==> config.mk <==
export PLATFORM = sky130hd
export DESIGN_NAME = bfcc_ctrl
export DESIGN_NICKNAME = d
export VERILOG_FILES = /design/src/inc/bfcc_pkg.sv /design/src/inc/bfcc_cyc_if.sv /design/src/rtl/bfcc_ctrl.sv /design/src/rtl/bfcc_bus_cycle.sv
export SDC_FILE = /design/constraint.sdc
export NUM_CORES = 1
export LEC_CHECK = 0
export BUFFER_PORTS_ARGS = -buffer_cell sky130_fd_sc_hd__buf_2
export CAP_MARGIN = 20
export CORE_UTILIZATION = 45
export CTS_CLUSTER_DIAMETER = 40
export DETAILED_ROUTE_END_ITERATION = 6
export PLACE_DENSITY_LB_ADDON = 0.05
export RECOVER_POWER = 50
export REMOVE_ABC_BUFFERS = 1
export SLEW_MARGIN = 10
export SYNTH_ARGS = -nofsm -noshare
export SYNTH_HDL_FRONTEND = slang
export SYNTH_HIERARCHICAL = 1
export SYNTH_SLANG_ARGS = --single-unit
export TNS_END_PERCENT = 1
==> constraint.sdc <==
create_clock -name core_clk -period 4.1 [get_ports core_clk]
set_input_delay 0.82 -clock core_clk [delete_from_list [all_inputs] [get_ports core_clk]]
set_output_delay 0.82 -clock core_clk [all_outputs]
set_load 0.03 [all_outputs]
==> src/inc/bfcc_pkg.sv <==
// constants, opcodes and timing counts for the flash command controller
// assumes a 50 MHz core clock and one byte-wide block-erasable flash on the pins
package bfcc_pkg;
    localparam int CLK_MHZ = 50;
    localparam int ADDR_W = 19;
    localparam int BLOCK_OFF_W = 14;
    localparam int BLOCK_SEL_W = 5;
    localparam int BLOCK_BYTES = 16384;
    localparam int T_RECOVER_NS = 550;
    localparam int T_WE_NS = 60;
    localparam int T_READ_NS = 100;
    localparam int RECOVER_CYC = (T_RECOVER_NS * CLK_MHZ + 999) / 1000;
    localparam int WE_CYC = (T_WE_NS * CLK_MHZ + 999) / 1000;
    localparam int READ_CYC = (T_READ_NS * CLK_MHZ + 999) / 1000;
    localparam int STAT_READY_BIT = 7;
    localparam logic [7:0] CMD_READ_ARRAY = 8'hff;
    localparam logic [7:0] CMD_READ_STATUS = 8'h70;
    localparam logic [7:0] CMD_CLEAR_STATUS = 8'h50;
    localparam logic [7:0] CMD_WRITE = 8'h40;
    localparam logic [7:0] CMD_WRITE2 = 8'hfb;
    localparam logic [7:0] CMD_ERASE = 8'h20;
    localparam logic [7:0] CMD_ERASE_ALL = 8'ha7;
    localparam logic [7:0] CMD_SUSPEND = 8'hb0;
    localparam logic [7:0] CMD_CONFIRM = 8'hd0;
    localparam logic [7:0] CMD_PROTECT_SET = 8'h57;
    localparam logic [7:0] CMD_LOCK = 8'h77;
    localparam logic [18:0] PROTECT_ADDR = 19'h000ff;
    localparam logic [18:0] ADDR_ZERO = 19'h00000;
    typedef enum logic [3:0] {
        OP_READ,
        OP_READ_STATUS,
        OP_CLEAR_STATUS,
        OP_WRITE,
        OP_WRITE2,
        OP_ERASE,
        OP_ERASE_ALL,
        OP_SUSPEND,
        OP_RESUME,
        OP_PROTECT_SET,
        OP_LOCK
    } bfcc_op_e;
endpackage : bfcc_pkg

==> src/inc/bfcc_cyc_if.sv <==
// one flash bus cycle request between the sequencer and the pin engine
// assumes both ends run on core_clk
interface bfcc_cyc_if;
    logic req;
    logic isRead;
    logic abort;
    logic [18:0] addr;
    logic [7:0] wdata;
    logic done;
    logic [7:0] rdata;
    modport seq (output req, isRead, abort, addr, wdata, input done, rdata);
    modport bus (input req, isRead, abort, addr, wdata, output done, rdata);
endinterface : bfcc_cyc_if

==> src/rtl/bfcc_ctrl.sv <==
// host-side command controller for a byte-wide, block-erasable flash
// assumes the flash pins are wired straight out, ready_busy_n pulled up on the board
module bfcc_ctrl #(
    parameter int RECOVER_CYC = bfcc_pkg::RECOVER_CYC
) (
    input wire logic core_clk,
    input wire logic rst,
    input wire logic powerDown,
    input wire logic cmdValid,
    output logic cmdReady,
    input wire bfcc_pkg::bfcc_op_e cmdOp,
    input wire logic [18:0] cmdAddr,
    input wire logic [7:0] cmdData0,
    input wire logic [7:0] cmdData1,
    output logic respValid,
    output logic [7:0] respData,
    output logic busyPin,
    output logic [18:0] flashAddr,
    output logic [7:0] dqOut,
    output logic dqOe,
    input wire logic [7:0] dqIn,
    output logic ceN,
    output logic oeN,
    output logic weN,
    output logic reset_powerdown_n,
    input wire logic ready_busy_n
);
    if (RECOVER_CYC < 1 || RECOVER_CYC > 255) begin : gChk
        $error("bfcc_ctrl: RECOVER_CYC out of range");
    end

    typedef enum logic [3:0] {
        ST_PWRDN, ST_RECOVER, ST_IDLE, ST_ISSUE, ST_WAIT,
        ST_PCMD, ST_PCMD_W, ST_PRD, ST_PRD_W, ST_RESP
    } bfcc_st_e;

    bfcc_cyc_if cyc ();
    bfcc_st_e state, next_state;
    logic [7:0] recCnt;
    logic rb1, rb2, rb3;
    logic [18:0] seqAddr [3];
    logic [7:0] seqData [3];
    logic [1:0] seqLen, seqIdx;
    logic wantRead, wantPoll, autoOp;
    logic [18:0] ldAddr [3];
    logic [7:0] ldData [3];
    logic [1:0] ldLen;
    logic ldRead, ldPoll;
    bfcc_pkg::bfcc_op_e selOp;
    logic [18:0] blockAddr;
    logic [1:0] lastIdx;

    assign blockAddr = {cmdAddr[18:14], 14'h0000};
    assign lastIdx = wantRead ? seqLen : seqLen - 2'd1;
    // first op after recovery is the protect-set confirm
    assign selOp = (state == ST_RECOVER) ? bfcc_pkg::OP_PROTECT_SET : cmdOp;

    // command write cycles for each operation
    always_comb begin
        ldAddr[0] = bfcc_pkg::ADDR_ZERO;
        ldAddr[1] = cmdAddr;
        ldAddr[2] = cmdAddr;
        ldData[0] = bfcc_pkg::CMD_READ_ARRAY;
        ldData[1] = bfcc_pkg::CMD_CONFIRM;
        ldData[2] = cmdData1;
        ldLen = 2'd1;
        ldRead = 1'b0;
        ldPoll = 1'b1;
        case (selOp)
            bfcc_pkg::OP_READ: begin
                ldRead = 1'b1;
                ldPoll = 1'b0;
            end
            bfcc_pkg::OP_READ_STATUS: begin
                ldData[0] = bfcc_pkg::CMD_READ_STATUS;
                ldRead = 1'b1;
                ldPoll = 1'b0;
            end
            bfcc_pkg::OP_CLEAR_STATUS: begin
                ldData[0] = bfcc_pkg::CMD_CLEAR_STATUS;
                ldPoll = 1'b0;
            end
            bfcc_pkg::OP_WRITE: begin
                ldData[0] = bfcc_pkg::CMD_WRITE;
                ldData[1] = cmdData0;
                ldLen = 2'd2;
            end
            bfcc_pkg::OP_WRITE2: begin
                ldData[0] = bfcc_pkg::CMD_WRITE2;
                ldData[1] = cmdData0;
                ldLen = 2'd3;
            end
            bfcc_pkg::OP_ERASE: begin
                ldData[0] = bfcc_pkg::CMD_ERASE;
                ldAddr[1] = blockAddr;
                ldLen = 2'd2;
            end
            bfcc_pkg::OP_ERASE_ALL: begin
                ldData[0] = bfcc_pkg::CMD_ERASE_ALL;
                ldLen = 2'd2;
            end
            bfcc_pkg::OP_SUSPEND: begin
                ldData[0] = bfcc_pkg::CMD_SUSPEND;
            end
            bfcc_pkg::OP_RESUME: begin
                ldData[0] = bfcc_pkg::CMD_CONFIRM;
                ldPoll = 1'b0;
            end
            bfcc_pkg::OP_PROTECT_SET: begin
                ldData[0] = bfcc_pkg::CMD_PROTECT_SET;
                ldAddr[1] = bfcc_pkg::PROTECT_ADDR;
                ldLen = 2'd2;
            end
            bfcc_pkg::OP_LOCK: begin
                ldData[0] = bfcc_pkg::CMD_LOCK;
                ldAddr[1] = blockAddr;
                ldLen = 2'd2;
            end
            default: ldPoll = 1'b0;
        endcase
        if (ldRead) begin
            ldAddr[1] = cmdAddr;
        end
    end

    always_comb begin
        next_state = state;
        case (state)
            ST_PWRDN: next_state = ST_RECOVER;
            ST_RECOVER: begin
                if (recCnt == 8'h01) begin
                    next_state = ST_ISSUE;
                end
            end
            ST_IDLE: begin
                if (cmdValid) begin
                    next_state = ST_ISSUE;
                end
            end
            ST_ISSUE: next_state = ST_WAIT;
            ST_WAIT: begin
                if (cyc.done && seqIdx == lastIdx) begin
                    next_state = wantPoll ? ST_PCMD : ST_RESP;
                end else if (cyc.done) begin
                    next_state = ST_ISSUE;
                end
            end
            ST_PCMD: next_state = ST_PCMD_W;
            ST_PCMD_W: begin
                if (cyc.done) begin
                    next_state = ST_PRD;
                end
            end
            ST_PRD: next_state = ST_PRD_W;
            ST_PRD_W: begin
                if (cyc.done) begin
                    next_state = cyc.rdata[bfcc_pkg::STAT_READY_BIT] ? ST_RESP : ST_PRD;
                end
            end
            ST_RESP: next_state = ST_IDLE;
            default: next_state = ST_PWRDN;
        endcase
        if (powerDown) begin
            next_state = ST_PWRDN;
        end
    end

    always_ff @(posedge core_clk or posedge rst) begin
        if (rst) begin
            state <= ST_PWRDN;
            reset_powerdown_n <= 1'b0;
            recCnt <= 8'h00;
            cmdReady <= 1'b0;
        end else begin
            state <= next_state;
            reset_powerdown_n <= (next_state != ST_PWRDN);
            recCnt <= (state == ST_PWRDN) ? 8'(RECOVER_CYC) : recCnt - 8'h01;
            cmdReady <= (next_state == ST_IDLE);
        end
    end

    // sequence registers loaded when an operation is accepted
    always_ff @(posedge core_clk or posedge rst) begin
        if (rst) begin
            for (int i = 0; i < 3; i++) begin
                seqAddr[i] <= 19'h00000;
                seqData[i] <= 8'h00;
            end
            seqLen <= 2'd0;
            seqIdx <= 2'd0;
            wantRead <= 1'b0;
            wantPoll <= 1'b0;
            autoOp <= 1'b0;
        end else if ((state == ST_IDLE || state == ST_RECOVER) && next_state == ST_ISSUE) begin
            seqAddr <= ldAddr;
            seqData <= ldData;
            seqLen <= ldLen;
            seqIdx <= 2'd0;
            wantRead <= ldRead;
            wantPoll <= ldPoll;
            autoOp <= (state == ST_RECOVER);
        end else if (state == ST_WAIT && cyc.done && seqIdx != lastIdx) begin
            seqIdx <= seqIdx + 2'd1;
        end
    end

    always_ff @(posedge core_clk or posedge rst) begin
        if (rst) begin
            cyc.req <= 1'b0;
            cyc.isRead <= 1'b0;
            cyc.addr <= 19'h00000;
            cyc.wdata <= 8'h00;
        end else begin
            cyc.req <= 1'b0;
            if (state == ST_ISSUE) begin
                cyc.req <= 1'b1;
                cyc.isRead <= wantRead && seqIdx == seqLen;
                cyc.addr <= seqAddr[seqIdx];
                cyc.wdata <= seqData[seqIdx];
            end else if (state == ST_PCMD || state == ST_PRD) begin
                cyc.req <= 1'b1;
                cyc.isRead <= (state == ST_PRD);
                cyc.addr <= bfcc_pkg::ADDR_ZERO;
                cyc.wdata <= bfcc_pkg::CMD_READ_STATUS;
            end
        end
    end

    assign cyc.abort = powerDown;

    always_ff @(posedge core_clk or posedge rst) begin
        if (rst) begin
            respValid <= 1'b0;
            respData <= 8'h00;
        end else begin
            respValid <= (state == ST_RESP) && !autoOp && !powerDown;
            if (cyc.done) begin
                respData <= cyc.rdata;
            end
        end
    end

    // ready/busy pin synchroniser, low means the flash is working
    always_ff @(posedge core_clk or posedge rst) begin
        if (rst) begin
            rb1 <= 1'b1;
            rb2 <= 1'b1;
            rb3 <= 1'b1;
            busyPin <= 1'b0;
        end else begin
            rb1 <= ready_busy_n;
            rb2 <= rb1;
            rb3 <= rb2;
            if (rb2 == rb3) begin
                busyPin <= !rb3;
            end
        end
    end

    bfcc_bus_cycle u_bus (
        .core_clk(core_clk),
        .rst(rst),
        .cyc(cyc.bus),
        .flashAddr(flashAddr),
        .dqOut(dqOut),
        .dqOe(dqOe),
        .dqIn(dqIn),
        .ceN(ceN),
        .oeN(oeN),
        .weN(weN)
    );
endmodule : bfcc_ctrl

==> src/rtl/bfcc_bus_cycle.sv <==
// pin engine: runs one write or one read cycle on the flash pins
// assumes one request at a time, next request only after done
module bfcc_bus_cycle #(
    parameter int WE_CYC = bfcc_pkg::WE_CYC,
    parameter int READ_CYC = bfcc_pkg::READ_CYC
) (
    input wire logic core_clk,
    input wire logic rst,
    bfcc_cyc_if.bus cyc,
    output logic [18:0] flashAddr,
    output logic [7:0] dqOut,
    output logic dqOe,
    input wire logic [7:0] dqIn,
    output logic ceN,
    output logic oeN,
    output logic weN
);
    if (WE_CYC < 1 || READ_CYC < 1 || WE_CYC > 255 || READ_CYC > 250) begin : gChk
        $error("bfcc_bus_cycle: strobe counts out of range");
    end

    typedef enum logic [2:0] {B_IDLE, B_SETUP, B_STROBE, B_HOLD, B_READ} bfcc_bst_e;
    bfcc_bst_e bst;
    logic [7:0] cnt;
    logic [7:0] dq1, dq2, dq3;

    // data pins cross in from outside through three stages
    always_ff @(posedge core_clk or posedge rst) begin
        if (rst) begin
            dq1 <= 8'h00;
            dq2 <= 8'h00;
            dq3 <= 8'h00;
        end else begin
            dq1 <= dqIn;
            dq2 <= dq1;
            dq3 <= dq2;
        end
    end

    always_ff @(posedge core_clk or posedge rst) begin
        if (rst) begin
            bst <= B_IDLE;
            cnt <= 8'h00;
            flashAddr <= 19'h00000;
            dqOut <= 8'h00;
            dqOe <= 1'b0;
            ceN <= 1'b1;
            oeN <= 1'b1;
            weN <= 1'b1;
            cyc.done <= 1'b0;
            cyc.rdata <= 8'h00;
        end else if (cyc.abort) begin
            bst <= B_IDLE;
            dqOe <= 1'b0;
            ceN <= 1'b1;
            oeN <= 1'b1;
            weN <= 1'b1;
            cyc.done <= 1'b0;
        end else begin
            cyc.done <= 1'b0;
            case (bst)
                B_IDLE: begin
                    if (cyc.req) begin
                        flashAddr <= cyc.addr;
                        ceN <= 1'b0;
                        if (cyc.isRead) begin
                            oeN <= 1'b0;
                            cnt <= 8'(READ_CYC + 2);
                            bst <= B_READ;
                        end else begin
                            dqOut <= cyc.wdata;
                            dqOe <= 1'b1;
                            bst <= B_SETUP;
                        end
                    end
                end
                B_SETUP: begin
                    weN <= 1'b0;
                    cnt <= 8'(WE_CYC);
                    bst <= B_STROBE;
                end
                B_STROBE: begin
                    cnt <= cnt - 8'h01;
                    if (cnt == 8'h01) begin
                        weN <= 1'b1;
                        bst <= B_HOLD;
                    end
                end
                B_HOLD: begin
                    dqOe <= 1'b0;
                    ceN <= 1'b1;
                    cyc.done <= 1'b1;
                    bst <= B_IDLE;
                end
                B_READ: begin
                    if (cnt > 8'h01) begin
                        cnt <= cnt - 8'h01;
                    end else if (dq2 == dq3) begin
                        cyc.rdata <= dq3;
                        oeN <= 1'b1;
                        ceN <= 1'b1;
                        cyc.done <= 1'b1;
                        bst <= B_IDLE;
                    end
                end
                default: bst <= B_IDLE;
            endcase
        end
    end
endmodule : bfcc_bus_cycle

==> run metrics <==
TritonCTS clock tree built; Tcrit/Tclk final 0.7230; Worst IR Drop VDD 0.2560 mV; layout cells sized above 1 0.2894; Leak 0.005083 uW; std cell rows 51; initial antenna violation count 1; crit path launch type flip-flop; power per cell area 403.3 nW/um^2; GRT Resource Usage Total 0.2080; via count 6143; initial DRC count 416; Max Clock Freq 337.4 MHz; Final Max Slew Viols 61; largest net degree at the start of global routing 65; post_cts resized 0; WHS 0.3411 ns; postcts setup bufs 0; Max-cap violations 1; slew margin rel. -0.6347; final hold violation count 0; Crit. End Element flip-flop; status finished with violations; first-pass GRT wire length 32720 um; Post-Syn Area 8987 um^2; CTS max path bufs 2; CTS root buf clkbuf_16; final antenna-violating net count 0; vias per cell 5.441; Least-Margin Pin Slew 2.449 ns; GP Congestion 0.8498; Inst Count DP 1096; vias in the first global route 6359; Crit Path Category reg -> reg; WL per Instance 17.29 um; core footprint 19530 um^2; number of CTS-inserted buffers 17; crit path DAT 3.28 ns; RSZ-0062 raised after global routing no; final non-filler cell total 1129; Starting Density 0.4603; # clock sinks 199; clk_lat worst skew 0.43 ns; die height 143.3 um; library cells used by synthesis 67; min-delay worst type reg -> reg; H-tree depth 4; Post-synth EDFFs 0; Pre-Repair DR Iteration Count 5; asr flop ratio synth 1.000; Tmin final 2.964 ns; Seq/Total Area, Yosys 0.5549; DRC viols 0; area delta synth->final 14.72%; Yosys reg bits 199; setup TNS 0 ns; synthesized area per cell 11.60 um^2; most numerous cell in the Yosys netlist dfrtp_1; failing checks capacitance limit, slew limit; largest area contributor in the netlist dfrtp_1; CTS hold repair buffers 0; Post-synth top cells 193 x dfrtp_1, 72 x mux2_2, 68 x nand2_1; Data required, critical path 4.41 ns; Reg clk slew, reported paths 0.07 ns; top area cells in the synthesized netlist dfrtp_1 54%, mux2_2 9.0%, mux2_4 3.5%; final setup violation count 0; commonest register cell after synthesis dfrtp_1; global route overflow 0; yosys warns 6; maximum fanout along the worst path 51; Yosys top cell area share 0.5374; post-DP HPWL 13210 um; Synth Instances 775; die area 20540 um^2; I/O Buffers 94; NumNets Final 907; Die Wd 143.3 um; I/O Pins 95; Total Wirelength 19520 um; clk_skew 0.01273 ns; Diodes inserted 0
## cell usage in the layout (no fill, tap or decap), types with 8 or more instances in the layout
cell type / instances
nor2b_1: 14
o21ai_0: 36
inv_1: 35
a22oi_1: 22
nand2_1: 68
clkbuf_16: 17
a31oi_1: 8
mux2_4: 21
xnor2_1: 8
nand2b_1: 9
dfrtp_1: 193
a21oi_1: 34
nor2_1: 43
xor2_1: 12
mux2i_1: 27
mux2_2: 72
o31ai_1: 8
a21boi_0: 9
nor4_1: 11
buf_2: 93
## layer usage
| metal | vias up | track usage | share of wire |
|---|---|---|---|
| met3 | 27 | 0.04598 | 0.041 |
| met1 | 3073 | 0.2624 | 0.44 |
| li1 | 2896 | - | - |
| met5 | - | 0 | 0 |
| met4 | 0 | 0.06719 | 0.018 |
| met2 | 147 | 0.3548 | 0.50 |
## critical path, stage by stage (launching register included)
cell      delay, ns
dfrtp_1        0.63
or4b_1         0.42
nor4_1         0.10
nand3b_1       0.29
o21ai_4        0.59
buf_12         0.39
mux2_2         0.38
## power breakdown
part	leakage [uW]	switching, uW	internal, uW	total, uW
Clock	0.000308	775	973	1750
Combinational	0.00221	187	126	313
Sequential	0.00257	58.5	2040	2100
## cells by family after synthesis
kind of cell             after synthesis  synth area share
AO/OA/AOI/OAI                        159            0.1174
XOR/XNOR                              20           0.01949
adder cells (fa/ha/maj)                5          0.006683
buffers and inverters                 81           0.03968
flip-flops                           199            0.5549
multiplexers                         120            0.1554
AND/OR/NAND/NOR                      191            0.1065
## worst paths after layout
path / start / endpoint / slack [ns] / depth (start not counted)
max in group asynchronous: rst / state[2]$_DFF_PP0_ / 1.45 / 2
min in group asynchronous: rst / u_bus/flashAddr[8]$_DFFE_PP0P_ / 0.60 / 2
worst max register to register: state[3]$_DFF_PP0_ / seqAddr[17]$_DFFE_PP0P_ / 1.14 / 6
worst min-delay path: u_bus/dq1[1]$_DFF_PP0_ / u_bus/dq2[1]$_DFF_PP0_ / 0.34 / 0
worst max-delay path: state[3]$_DFF_PP0_ / seqAddr[17]$_DFFE_PP0P_ / 1.14 / 6
worst min register to register: u_bus/dq1[1]$_DFF_PP0_ / u_bus/dq2[1]$_DFF_PP0_ / 0.34 / 0
## registers in the layout, summed over array words and instances, names as in the netlist, 19 cells and up
name and flops:
seqAddr 38, seqData 23, cyc.addr 19, u_bus/flashAddr 19
## metrics by stage
step           setup WS, ns  total power, uW  cell area (um^2)    util
2_1_floorplan      -0.01427             2328              8766       -
3_3_place_gp          1.266             2435              9662  0.4948
3_5_place_dp          1.171             2452              9662  0.4948
4_1_cts               1.167             4222             10290  0.5269
5_1_grt              0.9028             4346             10310  0.5280
6_report              1.136             4158             10310  0.5280
## area by class of cell
cell class,count,area (um^2)
sequential,199,4987
timing repair buffer,102,571.8
fill,1776,9216
inverter,36,136.4
clock inverter,12,160.2
multi-input combinational,495,3656
tap,265,331.6
clock buffer,20,466.7
Note: power is estimated with default switching activity, not from simulation.
